[config.mk]
export PLATFORM = sky130hd
export DESIGN_NAME = pwc_channel
export DESIGN_NICKNAME = d
export VERILOG_FILES = /design/src/core/pwc_pkg.sv /design/src/core/pwc_channel.sv /design/src/core/pwc_prescaler.sv
export SDC_FILE = /design/constraint.sdc
export NUM_CORES = 1
export LEC_CHECK = 0
export BUFFER_PORTS_ARGS = -buffer_cell sky130_fd_sc_hd__buf_2
export CAP_MARGIN = 30
export CORE_MARGIN = 4
export CORE_UTILIZATION = 35
export CTS_CLUSTER_DIAMETER = 120
export CTS_CLUSTER_SIZE = 16
export DETAILED_ROUTE_END_ITERATION = 12
export SETUP_SLACK_MARGIN = 0.05
export SLEW_MARGIN = 40
export SYNTH_ARGS = -nofsm -noshare
export SYNTH_HDL_FRONTEND = slang
export SYNTH_SLANG_ARGS = --single-unit
[constraint.sdc]
create_clock -name CLK_IN -period 3.1 [get_ports CLK_IN]
set_input_delay 0.31 -clock CLK_IN [delete_from_list [all_inputs] [get_ports CLK_IN]]
set_output_delay 0.31 -clock CLK_IN [all_outputs]
set_load 0.05 [all_outputs]
[src/core/pwc_pkg.sv]
package pwc_pkg;

    // ==========================================================
    // register map (byte addresses, one aligned word each)
    localparam logic [7:0] ADDR_CONTROL   = 8'h00;
    localparam logic [7:0] ADDR_PERIOD_LO = 8'h04;
    localparam logic [7:0] ADDR_PERIOD_HI = 8'h08;
    localparam logic [7:0] ADDR_DUTY_LO   = 8'h0c;
    localparam logic [7:0] ADDR_DUTY_HI   = 8'h10;
    localparam logic [7:0] ADDR_ENABLE    = 8'h14;
    localparam logic [7:0] ADDR_DUTY2_LO  = 8'h18;
    localparam logic [7:0] ADDR_DUTY2_HI  = 8'h1c;

    // ==========================================================
    // control register fields
    localparam int BIT_IRQ_EN    = 7;
    localparam int BIT_IRQ_FLAG  = 6;
    localparam int BIT_FLT_STAT  = 5;
    localparam int BIT_FLT_LEVEL = 4;
    localparam int POL_HI        = 3;
    localparam int POL_LO        = 2;
    localparam int CKS_HI        = 1;
    localparam int CKS_LO        = 0;

    // enable register fields
    localparam int BIT_MOD_EN    = 0;
    localparam int BIT_PRI_OEN   = 1;
    localparam int BIT_SEC_OEN   = 2;
    localparam int BIT_MODE_SEL  = 3;
    localparam int BIT_FLT_EN    = 4;
    localparam int FSTATE_HI     = 6;
    localparam int FSTATE_LO     = 5;

    localparam int NIBBLE_HI     = 3;
    localparam logic [7:0] RESET_BYTE = 8'h00;
    localparam logic [11:0] RESET_WORD = 12'h000;

    // ==========================================================
    // prescaler selections and their division ratios
    typedef enum logic [1:0] {
        PWC_DIV1   = 2'h0,
        PWC_DIV8   = 2'h1,
        PWC_DIV32  = 2'h2,
        PWC_DIV128 = 2'h3
    } pwc_div_e;

    localparam logic [6:0] DIV8_TC   = 7'h07;
    localparam logic [6:0] DIV32_TC  = 7'h1f;
    localparam logic [6:0] DIV128_TC = 7'h7f;

    // polarity and fault state pair: [1] primary, [0] secondary
    typedef struct packed {
        logic pri;
        logic sec;
    } pwc_pair_s;

endpackage

[src/core/pwc_channel.sv]
module pwc_channel
(
    input  wire logic        CLK_IN,
    input  wire logic        RST_IN,
    input  wire logic        PSEL_IN,
    input  wire logic        PENABLE_IN,
    input  wire logic        PWRITE_IN,
    input  wire logic [7:0]  PADDR_IN,
    input  wire logic [31:0] PWDATA_IN,
    output logic      [31:0] PRDATA_OUT,
    output logic             PREADY_OUT,
    output logic             PSLVERR_OUT,
    input  wire logic        FAULT_INPUT_IN,
    output logic             PRIMARY_OUTPUT_OUT,
    output logic             SECONDARY_OUTPUT_OUT,
    output logic             OVERFLOW_IRQ_OUT
);

    // ==========================================================
    // register state
    logic [7:0]  ctrl_q,  ctrl_d;
    logic [7:0]  en_q,    en_d;
    logic [7:0]  per_lo_q, per_lo_d;
    logic [3:0]  per_hi_q, per_hi_d;
    logic [7:0]  dty_lo_q, dty_lo_d;
    logic [3:0]  dty_hi_q, dty_hi_d;
    logic [7:0]  dt2_lo_q, dt2_lo_d;
    logic [3:0]  dt2_hi_q, dt2_hi_d;
    logic [11:0] per_cm_q, per_cm_d;
    logic [11:0] dty_cm_q, dty_cm_d;
    logic [11:0] dt2_cm_q, dt2_cm_d;
    logic [31:0] rdata_d;
    logic        ready_d;
    logic        slverr_d;

    // counter state
    logic [11:0] cnt_q,     cnt_d;
    logic [11:0] per_act_q, per_act_d;
    logic [11:0] dty_act_q, dty_act_d;
    logic [11:0] dt2_act_q, dt2_act_d;
    logic        en_dly_q;
    logic        pri_d, sec_d, irq_d;

    logic        wr_en;
    logic        rd_en;
    logic        tick;
    logic        ovf;
    logic        fault;
    logic        run;
    pwc_pkg::pwc_pair_s pol;
    pwc_pkg::pwc_pair_s fstate;

    assign wr_en = PSEL_IN && PENABLE_IN && PWRITE_IN && !PREADY_OUT;
    assign rd_en = PSEL_IN && PENABLE_IN && !PWRITE_IN && !PREADY_OUT;
    assign run   = en_q[pwc_pkg::BIT_MOD_EN];
    assign pol   = ctrl_q[pwc_pkg::POL_HI:pwc_pkg::POL_LO];
    assign fstate = en_q[pwc_pkg::FSTATE_HI:pwc_pkg::FSTATE_LO];

    // fault sense: level bit selects which input level counts as fault
    assign fault = en_q[pwc_pkg::BIT_FLT_EN] &&
                   (ctrl_q[pwc_pkg::BIT_FLT_LEVEL] ? FAULT_INPUT_IN
                                                   : !FAULT_INPUT_IN);

    // overflow when the count reaches the period on a counting tick
    assign ovf = run && en_dly_q && tick && (cnt_q >= per_act_q);

    pwc_prescaler u_presc
    (
        .clk_in   (CLK_IN),
        .rst_in   (RST_IN),
        .run_in   (run),
        .sel_in   (pwc_pkg::pwc_div_e'(ctrl_q[pwc_pkg::CKS_HI:pwc_pkg::CKS_LO])),
        .tick_out (tick)
    );

    // ==========================================================
    // register file: apb slave, one wait state, write at the access edge
    always_comb
    begin
        ctrl_d   = ctrl_q;
        en_d     = en_q;
        per_lo_d = per_lo_q;
        per_hi_d = per_hi_q;
        dty_lo_d = dty_lo_q;
        dty_hi_d = dty_hi_q;
        dt2_lo_d = dt2_lo_q;
        dt2_hi_d = dt2_hi_q;
        per_cm_d = per_cm_q;
        dty_cm_d = dty_cm_q;
        dt2_cm_d = dt2_cm_q;
        rdata_d  = 32'h0000_0000;
        ready_d  = PSEL_IN && PENABLE_IN && !PREADY_OUT;
        slverr_d = 1'b0;
        if (wr_en)
        begin
            unique case (PADDR_IN)
                pwc_pkg::ADDR_CONTROL:
                begin
                    ctrl_d = PWDATA_IN[7:0];
                    // status bits only clear by writing zero, never set by software
                    ctrl_d[pwc_pkg::BIT_IRQ_FLAG] = ctrl_q[pwc_pkg::BIT_IRQ_FLAG] &&
                        PWDATA_IN[pwc_pkg::BIT_IRQ_FLAG];
                    ctrl_d[pwc_pkg::BIT_FLT_STAT] = ctrl_q[pwc_pkg::BIT_FLT_STAT] &&
                        PWDATA_IN[pwc_pkg::BIT_FLT_STAT];
                end
                pwc_pkg::ADDR_ENABLE:    en_d = {1'b0, PWDATA_IN[6:0]};
                pwc_pkg::ADDR_PERIOD_LO:
                begin
                    per_lo_d = PWDATA_IN[7:0];
                    per_cm_d = {per_hi_q, PWDATA_IN[7:0]};
                end
                pwc_pkg::ADDR_PERIOD_HI: per_hi_d = PWDATA_IN[3:0];
                pwc_pkg::ADDR_DUTY_LO:
                begin
                    dty_lo_d = PWDATA_IN[7:0];
                    dty_cm_d = {dty_hi_q, PWDATA_IN[7:0]};
                end
                pwc_pkg::ADDR_DUTY_HI:   dty_hi_d = PWDATA_IN[3:0];
                pwc_pkg::ADDR_DUTY2_LO:
                begin
                    dt2_lo_d = PWDATA_IN[7:0];
                    dt2_cm_d = {dt2_hi_q, PWDATA_IN[7:0]};
                end
                pwc_pkg::ADDR_DUTY2_HI:  dt2_hi_d = PWDATA_IN[3:0];
                default:                 slverr_d = 1'b1;
            endcase
        end
        if (rd_en)
        begin
            // reads are side-effect free so a pending commit is never touched
            unique case (PADDR_IN)
                pwc_pkg::ADDR_CONTROL:   rdata_d = {24'h000000, ctrl_q};
                pwc_pkg::ADDR_ENABLE:    rdata_d = {24'h000000, en_q};
                pwc_pkg::ADDR_PERIOD_LO: rdata_d = {24'h000000, per_lo_q};
                pwc_pkg::ADDR_PERIOD_HI: rdata_d = {28'h0000000, per_hi_q};
                pwc_pkg::ADDR_DUTY_LO:   rdata_d = {24'h000000, dty_lo_q};
                pwc_pkg::ADDR_DUTY_HI:   rdata_d = {28'h0000000, dty_hi_q};
                pwc_pkg::ADDR_DUTY2_LO:  rdata_d = {24'h000000, dt2_lo_q};
                pwc_pkg::ADDR_DUTY2_HI:  rdata_d = {28'h0000000, dt2_hi_q};
                default:                 slverr_d = 1'b1;
            endcase
        end
        // hardware set wins over a same-cycle software clear
        if (ovf)
            ctrl_d[pwc_pkg::BIT_IRQ_FLAG] = 1'b1;
        if (fault && run)
            ctrl_d[pwc_pkg::BIT_FLT_STAT] = 1'b1;
    end

    always_ff @(posedge CLK_IN)
    begin
        if (RST_IN)
        begin
            ctrl_q      <= pwc_pkg::RESET_BYTE;
            en_q        <= pwc_pkg::RESET_BYTE;
            per_lo_q    <= pwc_pkg::RESET_BYTE;
            per_hi_q    <= 4'h0;
            dty_lo_q    <= pwc_pkg::RESET_BYTE;
            dty_hi_q    <= 4'h0;
            dt2_lo_q    <= pwc_pkg::RESET_BYTE;
            dt2_hi_q    <= 4'h0;
            per_cm_q    <= pwc_pkg::RESET_WORD;
            dty_cm_q    <= pwc_pkg::RESET_WORD;
            dt2_cm_q    <= pwc_pkg::RESET_WORD;
            PRDATA_OUT  <= 32'h0000_0000;
            PREADY_OUT  <= 1'b0;
            PSLVERR_OUT <= 1'b0;
        end
        else
        begin
            ctrl_q      <= ctrl_d;
            en_q        <= en_d;
            per_lo_q    <= per_lo_d;
            per_hi_q    <= per_hi_d;
            dty_lo_q    <= dty_lo_d;
            dty_hi_q    <= dty_hi_d;
            dt2_lo_q    <= dt2_lo_d;
            dt2_hi_q    <= dt2_hi_d;
            per_cm_q    <= per_cm_d;
            dty_cm_q    <= dty_cm_d;
            dt2_cm_q    <= dt2_cm_d;
            PRDATA_OUT  <= rdata_d;
            PREADY_OUT  <= ready_d;
            PSLVERR_OUT <= slverr_d;
        end
    end

    // ==========================================================
    // period counter and waveform
    always_comb
    begin
        cnt_d     = cnt_q;
        per_act_d = per_act_q;
        dty_act_d = dty_act_q;
        dt2_act_d = dt2_act_q;
        if (!run)
        begin
            cnt_d = 12'h001;
        end
        else if (!en_dly_q)
        begin
            // fresh enable: restart from one with the latest committed values
            cnt_d     = 12'h001;
            per_act_d = per_cm_q;
            dty_act_d = dty_cm_q;
            dt2_act_d = dt2_cm_q;
        end
        else if (ovf)
        begin
            cnt_d     = 12'h001;
            per_act_d = per_cm_q;
            dty_act_d = dty_cm_q;
            dt2_act_d = dt2_cm_q;
        end
        else if (tick)
        begin
            cnt_d = cnt_q + 12'h001;
        end

        // count runs 1..period, so duty d gives d active counting periods
        pri_d = run && en_dly_q && (cnt_q <= dty_act_q) && (dty_act_q != 12'h000);
        if (en_q[pwc_pkg::BIT_MODE_SEL])
            sec_d = run && en_dly_q && (cnt_q <= dt2_act_q) && (dt2_act_q != 12'h000);
        else
            sec_d = run && en_dly_q && !pri_d;

        pri_d = pri_d ^ pol.pri;
        sec_d = sec_d ^ pol.sec;
        if (!en_q[pwc_pkg::BIT_PRI_OEN] || !run)
            pri_d = 1'b0;
        if (!en_q[pwc_pkg::BIT_SEC_OEN] || !run)
            sec_d = 1'b0;
        if (run && (fault || ctrl_q[pwc_pkg::BIT_FLT_STAT]))
        begin
            // outputs hold their fault state while running, until the fault is gone and software clears the status
            pri_d = fstate.pri;
            sec_d = fstate.sec;
        end
        irq_d = ctrl_q[pwc_pkg::BIT_IRQ_EN] && ctrl_q[pwc_pkg::BIT_IRQ_FLAG];
    end

    always_ff @(posedge CLK_IN)
    begin
        if (RST_IN)
        begin
            cnt_q                <= 12'h001;
            per_act_q            <= pwc_pkg::RESET_WORD;
            dty_act_q            <= pwc_pkg::RESET_WORD;
            dt2_act_q            <= pwc_pkg::RESET_WORD;
            en_dly_q             <= 1'b0;
            PRIMARY_OUTPUT_OUT   <= 1'b0;
            SECONDARY_OUTPUT_OUT <= 1'b0;
            OVERFLOW_IRQ_OUT     <= 1'b0;
        end
        else
        begin
            cnt_q                <= cnt_d;
            per_act_q            <= per_act_d;
            dty_act_q            <= dty_act_d;
            dt2_act_q            <= dt2_act_d;
            en_dly_q             <= run;
            PRIMARY_OUTPUT_OUT   <= pri_d;
            SECONDARY_OUTPUT_OUT <= sec_d;
            OVERFLOW_IRQ_OUT     <= irq_d;
        end
    end

endmodule

[src/core/pwc_prescaler.sv]
module pwc_prescaler
(
    input  wire logic                clk_in,
    input  wire logic                rst_in,
    input  wire logic                run_in,
    input  wire pwc_pkg::pwc_div_e   sel_in,
    output logic                     tick_out
);

    logic [6:0] cnt_q;
    logic [6:0] cnt_d;
    logic [6:0] tc;
    logic       tick_d;

    // ==========================================================
    // divider: one-cycle tick every 1, 8, 32 or 128 clocks
    always_comb
    begin
        unique case (sel_in)
            pwc_pkg::PWC_DIV1:   tc = 7'h00;
            pwc_pkg::PWC_DIV8:   tc = pwc_pkg::DIV8_TC;
            pwc_pkg::PWC_DIV32:  tc = pwc_pkg::DIV32_TC;
            pwc_pkg::PWC_DIV128: tc = pwc_pkg::DIV128_TC;
        endcase
        cnt_d  = 7'h00;
        tick_d = 1'b0;
        if (run_in)
        begin
            if (cnt_q >= tc)
                tick_d = 1'b1;
            else
                cnt_d = cnt_q + 7'h01;
        end
    end

    always_ff @(posedge clk_in)
    begin
        if (rst_in)
        begin
            cnt_q    <= 7'h00;
            tick_out <= 1'b0;
        end
        else
        begin
            cnt_q    <= cnt_d;
            tick_out <= tick_d;
        end
    end

endmodule

==> results of run 1 <==
==> cells in the final DEF, fill, tap and decap left out, types with 6 or more instances in the layout <==
cell | netlist | final
dfxtp_1 | 133 | 133
nand2b_1 | 77 | 77
nand2_1 | 73 | 73
mux2i_1 | 65 | 65
a21oi_1 | 57 | 57
nor2_1 | 53 | 53
ha_1 | 45 | 45
inv_1 | 42 | 42
buf_2 | 9 | 33
nand3_1 | 32 | 32
conb_1 | 1 | 24
nand4_1 | 19 | 19
clkbuf_16 | 0 | 17
o21ai_0 | 15 | 15
buf_4 | 27 | 11
xor2_1 | 9 | 9
xnor2_1 | 8 | 8
nor3_1 | 7 | 7
a21o_1 | 7 | 7
nor4_1 | 7 | 7
a22oi_1 | 6 | 6
a31oi_1 | 6 | 6
and3_1 | 6 | 6
==> power by group <==
| group | total [mW] | leakage (nW) | internal, mW | switching (mW) |
|---|---|---|---|---|
| Combinational | 0.175 | 1.57 | 0.0372 | 0.138 |
| Sequential | 1.71 | 1.07 | 1.71 | 0.000718 |
| Clock | 1.83 | 0.263 | 1.08 | 0.753 |
==> logic make-up (layout without fill, tap and decap cells) <==
family | after synthesis | after routing
AND/OR/NAND/NOR | 301 | 301
flip-flops | 133 | 133
AO/OA/AOI/OAI | 123 | 123
buffers and inverters | 112 | 117
multiplexers | 72 | 72
adder cells (fa/ha/maj) | 45 | 45
XOR/XNOR | 17 | 17
other | 1 | 24
==> sequential cells by signal, indices dropped and copies added, names as in the netlist, 4 cells and up <==
signal	count
dty_act_q	12
per_lo_q	7
dt2_act_q	12
cnt_q	12
per_hi_q	4
dt2_hi_q	4
dt2_lo_q	7
dt2_cm_q	5
per_act_q	12
dty_cm_q	5
en_q	7
dty_hi_q	4
u_presc.cnt_q	7
dty_lo_q	7
PRDATA_OUT	8
per_cm_q	5
ctrl_q	8
==> metrics by stage <==
step	hold slack, ns	cells	utilization [%]
after floorplan	0.4196	827	-
after global placement	0.4416	1067	37.37
after detailed placement	0.4457	1067	37.37
after CTS	0.1471	1097	40.06
after global routing	0.1545	1097	40.06
final	0.1692	1097	40.06
==> final timing paths <==
kind,from,to,slack (ns),cells past startpoint
worst max-delay path,cnt_q[0],dty_act_q[1],0.43,9
worst min-delay path,RST_IN,PREADY_OUT,0.17,2
worst max register to register,cnt_q[0],dty_act_q[1],0.43,9
worst min register to register,dt2_cm_q[10],dt2_cm_q[10],0.45,2
==> synthesized netlist by cell type, types with 2 or more instances <==
cell type and number:
xnor2_1 8, o21a_1 2, a221oi_1 5, a22oi_1 6
nand2b_1 77, a211oi_1 4, dfxtp_1 133, ha_1 45
buf_2 9, mux4_2 3, nand3_1 32, a2111oi_0 3
o211ai_1 2, a21oi_1 57, and3_1 6, nor2_1 53
mux2i_1 65, inv_1 42, nor3_1 7, nand2_1 73
buf_4 27, clkbuf_1 25, nor2b_1 4, nor3b_1 2
xor2_1 9, nand3_2 2, a31oi_1 6, buf_1 2
o2111ai_1 2, o21ai_0 15, nand3b_1 3, nand4_1 19
buf_6 7, a21o_1 7, o21bai_1 2, mux2_2 4
nor4_1 7, o221ai_1 2, and2_1 3
==> layer usage <==
metal  vias to the layer above  share of wire [%]  wire, um
met2                       133                 45      8091
li1                       2782                  -         -
met5                         -                  0         0
met3                        24                4.2       747
met4                         0                2.1       376
met1                      2605                 48      8672
==> worst max-delay path, stage by stage (launching register included) <==
cell      delay [ns]
dfxtp_1         0.44
inv_1           0.14
ha_1            0.30
nand2b_1        0.13
a21o_1          0.17
a21o_1          0.17
a31oi_1         0.36
o221ai_4        0.38
buf_12          0.29
mux2i_1         0.13
==> final cells by class <==
class,instances,area [um^2],share of cell area [%]
Tap cell,265,331.6,4.212
Inverter,42,157.7,2.003
Clock buffer,23,478.0,6.071
Sequential cell,133,2663,33.82
Multi-Input combinational cell,582,3925,49.86
Timing Repair Buffer,45,267.8,3.401
Clock inverter,7,50.05,0.6357
==> impl_metrics.ini, run 1 <==
[run_status]
status = complete, no violations

[place]
dpl.hpwl_um = 13060
dpl_cell_area_um2 = 7345
gp_congestion = 0.8284
io_buffers = 34
pre_cts_slack_ns = 0.4631

[routing]
viasPerCell = 5.054
routed_wl_um = 17890
num_vias = 5544
dr.pass1.iters = 5
drt_iter0_markers = 399
final_antenna_net_count = 0
post-route-drc-count = 0
wl_per_cell_um = 16.31

[layout]
area_delta_synth_final_pct = 11.44
fin_area_um2 = 7873
final.fill_count = 2005
drive_above_1_share_pct = 10.94
nets = 912
diodes = 0

[clocking]
clk_pin_slew_ns = 0.06
cts_num_sinks = 133
cts.path.max_buffers = 2
root_buffer = clkbuf_16
post_cts_buffers = 0
clk_latency_ns = 0.42
cts_buffers = 17
ctsResizeCount = 0
cts_hold_buf = 0
cts_max_level = 4
cts_tree = yes

[logic_synthesis]
ys_seq_elements = 133
muxShareOfSynthArea_pct = 10.80
yosysTopAreaCell = dfxtp_1
async_flop_share_pct = 0
ys.flop_type = dfxtp_1
synth_top_family_by_area = simple AND/OR/NAND/NOR gates
postSynthAreaPerCell_um2 = 8.786
synth-simple-area-share_pct = 22.19
synth_seq_area_share_pct = 37.69
netlist_area_um2 = 7064
synth-adder-area-share_pct = 7.970
synth-edff-count = 0
ys.warnings.count = 0
synth_cells = 804
synth_compound_area_share_pct = 10.89
synth_top_area_share_pct = 37.69
synth_cell_types = 63
synth-xor-area-share_pct = 2.108
synth_area_leaders = dfxtp_1 38%, mux2i_1 9.2%, ha_1 8.0%

[grt]
grtUsageMet3_pct = 3.543
grt_max_degree = 87
grtUsageTotal_pct = 16.47
grt-ovfl-total = 0
grt_pass1_vias = 5157
use_met1_pct = 23.42
antenna_found_initial = 0
grtUsageMet2_pct = 24.58
top_usage_layer = met2
grt_first_pass_wirelength_um = 28460

[flow_run]
drv_cap = 0

[pwr]
power_mw = 3.718
leakage_nw = 2.901
vdd_ir_drop_max_mv = 0.3603
powerDensity_nw_per_um2 = 472.3

[sta]
tightest_slew_ns = 0.7621
relSlewSlack_pct = 49.00
fmax_ghz = 0.3749
hold_viol = 0
slew_viol_final = 0
min_period_ns = 2.667
report.final.setup_viol = 0
finClkSkew_ns = 0.006863
fin_crit_sh_pct = 86.04
fin_ws_ns = 0.4328
fin_setup_tns_ns = 0
rsz0062_at_grt = no

[critical_path]
end_kind = flop
critPathArrivalTime_ns = 2.96
criticalPathCategory = reg -> reg
required_ns = 3.39
path_max_fanout = 23
cp-start-kind = flop

[die]
die_area_um2 = 22520
die_x_um = 150.1
rows = 51
die_h_um = 150.1
io_pins = 83
start_util_pct = 35.94
core_region_area_um2 = 19650

[hold_path]
hold_path.class = in -> reg
No activity file was read; power rests on OpenSTA's default activity.
==> run 2, diff against run 1 <==
--- a/config.mk
+++ b/config.mk
@@ -5,6 +5,7 @@
 export SDC_FILE = /design/constraint.sdc
 export NUM_CORES = 1
 export LEC_CHECK = 0
+export ABC_AREA = 1
 export BUFFER_PORTS_ARGS = -buffer_cell sky130_fd_sc_hd__buf_2
 export CAP_MARGIN = 30
 export CORE_MARGIN = 4
==> impl_metrics.ini, run 2 <==
[place]
gp_congestion = 0.8487
dpl_cell_area_um2 = 6974
dp_cells = 1149
pre_cts_slack_ns = 0.7861
dpl.hpwl_um = 11580
io_buffers = 34

[critical_path]
r2r_cells = 11
path_cells = ha_1 -> nand2_1 -> nor2_1 -> nand3_1 -> nand4_1 -> nand3_1 -> nand2_2 -> buf_4 -> nand3_1 -> nand2_1 -> nor2_1
rr_startpoint = cnt_q[11]
slowest_delay_ns = 0.39
critPathArrivalTime_ns = 2.65
cp_slowest_cell = buf_4
path_max_fanout = 48
rrSetupSlack_ns = 0.76
cp-start-kind = flop
end_kind = flop
criticalPathCategory = reg -> reg
crit_path_frequent_cell = nand3_1
required_ns = 3.41
reg2reg_to = per_act_q[2]

[logic_synthesis]
netlist_area_um2 = 6703
async_flop_share_pct = 0
synth-edff-count = 0
ys_seq_elements = 133
synth.top_cells.by_count = 133 x dfxtp_1, 130 x inv_1, 122 x a21oi_1
synth_cell_types = 38
ys.flop_type = dfxtp_1
synth_top_area_share_pct = 39.72
synth_most_common_cell = dfxtp_1
yosysTopAreaCell = dfxtp_1
synth_cells = 909
postSynthAreaPerCell_um2 = 7.374
ys.warnings.count = 0
synth_seq_area_share_pct = 39.72
synth_area_leaders = dfxtp_1 40%, a21oi_1 9.1%, ha_1 8.4%

[layout]
final.fill_count = 1933
fin_area_um2 = 7626
final_common_cell = dfxtp_1
area_delta_synth_final_pct = 13.78
nets = 1025
diodes = 0
layout_common_cells = 132 x dfxtp_1, 129 x inv_1, 122 x a21oi_1, 112 x nand2_1, 91 x nor2_1
stdcell_count = 1181
drive_above_1_share_pct = 10.14

[grt]
grt_max_degree = 73
grt_first_pass_wirelength_um = 25810
grt-ovfl-total = 0
antenna_found_initial = 0
grt_pass1_vias = 4909
grtUsageTotal_pct = 15.01

[clocking]
cts_hold_buf = 0
cts.path.max_buffers = 2
root_buffer = clkbuf_16
clk_latency_ns = 0.43
cts_max_level = 4
cts_buffers = 17
cts_tree = yes
ctsResizeCount = 0
cts_num_sinks = 133
clk_pin_slew_ns = 0.06
post_cts_buffers = 0

[sta]
rsz0062_at_grt = no
relSlewSlack_pct = 53.94
fin_setup_tns_ns = 0
fin_crit_sh_pct = 75.62
min_period_ns = 2.344
fin_ws_ns = 0.7557
fmax_ghz = 0.4266
hold_viol = 0
report.final.setup_viol = 0
slew_viol_final = 0
tightest_slew_ns = 0.6909
finClkSkew_ns = 0.01260
whs_ns = 0.2119

[pwr]
leakage_nw = 3.092
vdd_ir_drop_max_mv = 0.3986
powerDensity_nw_per_um2 = 534.2

[routing]
dr.pass1.iters = 5
num_vias = 5622
wl_per_cell_um = 13.55
post-route-drc-count = 0
final_antenna_net_count = 0
drt_iter0_markers = 409
viasPerCell = 4.760
routed_wl_um = 16000

[die]
rows = 50
die_x_um = 146.4
start_util_pct = 35.71
die_h_um = 146.4
core_region_area_um2 = 18770
die_area_um2 = 21430
io_pins = 83

[flow_run]
drv_cap = 0

[hold_path]
hold_end = en_q[5]
hp-start = PWDATA_IN[5]
hold_path.class = in -> reg
hold_depth = 3

[run_status]
status = complete, no violations
-- run 2: critical path, delay by kind of cell (launching register included) --
| family | cells | cell delay [ns] |
|---|---|---|
| adders and majority gates | 1 | 0.32 |
| buffers and inverters | 1 | 0.39 |
| DFF | 1 | 0.36 |
| and+or+nand+nor | 9 | 1.15 |
-- run 2: routing by layer --
metal  up-vias  track usage (%)  part of all wire [%]
met5         -                0                     0
met4         0            5.080                   1.3
met3        15            2.855                   4.1
met2       106            22.83                    45
met1      2499            21.40                    50
li1       3002                -                     -
-- run 2: worst max-delay path by stage --
stage / from / cells after the start / end / slack, ns
floorplan: PREADY_OUT / 7 / dt2_lo_q[5] / 1.28
global placement: cnt_q[9] / 11 / dty_act_q[1] / 0.79
detailed placement: cnt_q[8] / 11 / per_act_q[2] / 0.79
CTS: cnt_q[11] / 11 / per_act_q[2] / 0.75
global route: per_act_q[11] / 12 / dty_act_q[8] / 0.58
finish: cnt_q[11] / 11 / per_act_q[2] / 0.76
-- run 2: cells by family (layout without fill, tap and decap cells) --
group | after synthesis | count (layout) | synth area share, %
adder cells (fa/ha/maj) | 45 | 45 | 8.400
buffers and inverters | 196 | 211 | 12.71
AND/OR/NAND/NOR | 298 | 298 | 19.77
other | 1 | 24 | 0.05595
flip-flops | 133 | 133 | 39.72
AO/OA/AOI/OAI | 224 | 224 | 17.77
XOR/XNOR | 12 | 12 | 1.568
-- run 2: power by group --
part / total (mW) / switching (mW) / internal (mW)
sequential: 1.71 / 0.000835 / 1.71
clock: 2.20 / 0.764 / 1.43
combinational: 0.165 / 0.134 / 0.0302
-- run 2: per-stage QoR --
| stage | util [%] | total power [mW] |
|---|---|---|
| 6_report | 40.63 | 4.074 |
| 2_1_floorplan | - | 1.895 |
| 3_5_place_dp | 37.16 | 1.913 |
| 4_1_cts | 40.63 | 4.104 |
| 3_3_place_gp | 37.16 | 1.913 |
| 5_1_grt | 40.63 | 4.197 |
-- run 2: cell type report --
type | instances | area (um^2) | share of cell area (%)
Clock buffer | 21 | 480.5 | 6.300
Timing Repair Buffer | 41 | 222.7 | 2.920
Clock inverter | 11 | 171.4 | 2.248
Sequential cell | 133 | 2664 | 34.93
Multi-Input combinational cell | 603 | 3277 | 42.97
Tap cell | 234 | 292.8 | 3.839
Inverter | 138 | 518.0 | 6.792
==> run 3, diff against run 2 <==
--- a/config.mk
+++ b/config.mk
@@ -5,7 +5,7 @@
 export SDC_FILE = /design/constraint.sdc
 export NUM_CORES = 1
 export LEC_CHECK = 0
-export ABC_AREA = 1
+export ABC_AREA = 0
 export BUFFER_PORTS_ARGS = -buffer_cell sky130_fd_sc_hd__buf_2
 export CAP_MARGIN = 30
 export CORE_MARGIN = 4
==> constraint.sdc (replaced) <==
create_clock -name CLK_IN -period 2.1 [get_ports CLK_IN]
set_input_delay 0.21 -clock CLK_IN [delete_from_list [all_inputs] [get_ports CLK_IN]]
set_output_delay 0.21 -clock CLK_IN [all_outputs]
set_load 0.05 [all_outputs]
==> impl_metrics.ini, run 3 (synthesis gave the netlist of run 1 again) <==
[run_status]
status = complete, no violations

[grt]
grt_first_pass_wirelength_um = 30560
grt_max_degree = 137
grtUsageTotal_pct = 17.61
grt-ovfl-total = 0
antenna_found_initial = 0
grt_pass1_vias = 5609

[critical_path]
end_kind = flop
path_cells = inv_2 -> ha_4 -> nand2b_4 -> a21o_1 -> a21o_1 -> a31oi_1 -> buf_4 -> o221ai_4 -> buf_12 -> buf_16 -> mux2i_1
criticalPathCategory = reg -> reg
rrSetupSlack_ns = 0.01
required_ns = 2.41
cp_num_cells = 11
cp_top_family = compound AO/OA/AOI/OAI gates
path_max_fanout = 5
crit_path_frequent_cell = a21o_1
slowest_delay_ns = 0.33
setup.worst_path.start = cnt_q[0]
critPathArrivalTime_ns = 2.40
cp-start-kind = flop
reg2reg_to = dt2_act_q[7]
rr_startpoint = cnt_q[0]
cp_num_buf_inv = 4
critPathCapture = dt2_act_q[7]
r2r_cells = 11
cp_slowest_cell = dfxtp_2

[layout]
final_common_cell = dfxtp_1
area_delta_synth_final_pct = 24.16
drive_above_1_share_pct = 21.55
nets = 956
diodes = 0
layout_common_cells = 118 x dfxtp_1, 74 x nand2b_1, 72 x nand2_1, 65 x mux2i_1, 53 x a21oi_1

[place]
dpl.hpwl_um = 13660
gp_congestion = 0.8590
io_buffers = 34

[routing]
routed_wl_um = 19520
viasPerCell = 5.106
num_vias = 5831
wl_per_cell_um = 17.09
final_antenna_net_count = 0
drt_iter0_markers = 393
post-route-drc-count = 0
dr.pass1.iters = 5

[clocking]
cts_tree = yes
root_buffer = clkbuf_16
cts_hold_buf = 0
clk_latency_ns = 0.43
cts_num_sinks = 133
clk_pin_slew_ns = 0.06
cts_buffers = 17
cts_max_level = 4
cts.path.max_buffers = 2

[die]
die_x_um = 150.1
core_region_area_um2 = 19650
io_pins = 83
start_util_pct = 35.94
die_area_um2 = 22520
die_h_um = 150.1
rows = 51

[sta]
slew_viol_final = 0
whs_ns = 0.07296
tightest_slew_ns = 0.5180
report.final.setup_viol = 0
rsz0062_at_grt = yes
fin_setup_tns_ns = 0
fmax_ghz = 0.4784
hold_viol = 0
relSlewSlack_pct = 65.46
finClkSkew_ns = 0.008147
min_period_ns = 2.090
fin_crit_sh_pct = 99.53

[pwr]
power_mw = 5.999
vdd_ir_drop_max_mv = 0.5588
powerDensity_nw_per_um2 = 684.0
leakage_nw = 3.270

[flow_run]
drv_cap = 0

[hold_path]
hold_path.class = in -> reg
-- run 3: worst min path at each step --
stage	cells past startpoint	slack, ns	start	to
final	3	0.07	PWDATA_IN[7]	dt2_cm_q[7]
after global routing	2	0.09	RST_IN	PREADY_OUT
after CTS	3	0.06	PWDATA_IN[7]	dt2_cm_q[7]
after detailed placement	2	0.45	per_cm_q[10]	per_cm_q[10]
after global placement	2	0.44	dt2_cm_q[9]	dt2_cm_q[9]
after floorplan	2	0.35	PWDATA_IN[7]	dt2_cm_q[7]
-- run 3: worst min-delay path: stages --
cell and delay (ns):
buf_2 0.13, nand2_1 0.06, a21oi_1 0.05
-- run 3: power by group --
group / total [mW] / switching [mW] / internal [mW]
logic: 0.267 / 0.205 / 0.0613
clock network: 3.21 / 1.15 / 2.05
registers: 2.53 / 0.00121 / 2.52
total: 6.00 / 1.36 / 4.64
-- run 3: area by class of cell --
| cell class | instances | area (um^2) |
|---|---|---|
| clock buffers | 20 | 456.7 |
| clock inverters | 11 | 173.9 |
| fillers | 1961 | 10880 |
| inverters | 42 | 157.7 |
| multi-input cells | 582 | 4170 |
| flip-flops and latches | 133 | 2681 |
| well taps | 265 | 331.6 |
| repair buffers | 89 | 799.5 |
-- run 3: repair_timing --
item,4_1_cts,5_1_grt
endpoints found under the hold margin,0,0
pin swaps,25,22
resized for setup,29,42
gates cloned,6,0
setup endpoints to repair,50,56
buffers inserted,6,3
-- run 3: metal layers --
metal	up-vias	share of wire [%]	global-route usage, %
li1	2874	-	-
met1	2783	47	24.33
met2	144	46	27.30
met3	30	4.6	3.028
met4	0	2.6	6.999
met5	-	0	0
-- run 3: through the flow --
step                      setup slack, ns  util, %  std cells  instance area, um^2
after floorplan                   0.05989        -        827                 7158
after global placement            0.01208    38.74       1097                 7615
after detailed placement         -0.03519    38.74       1097                 7615
after CTS                         0.01883    43.62       1140                 8573
after global routing             -0.06349    44.63       1142                 8771
final                            0.009803    44.63       1142                 8771
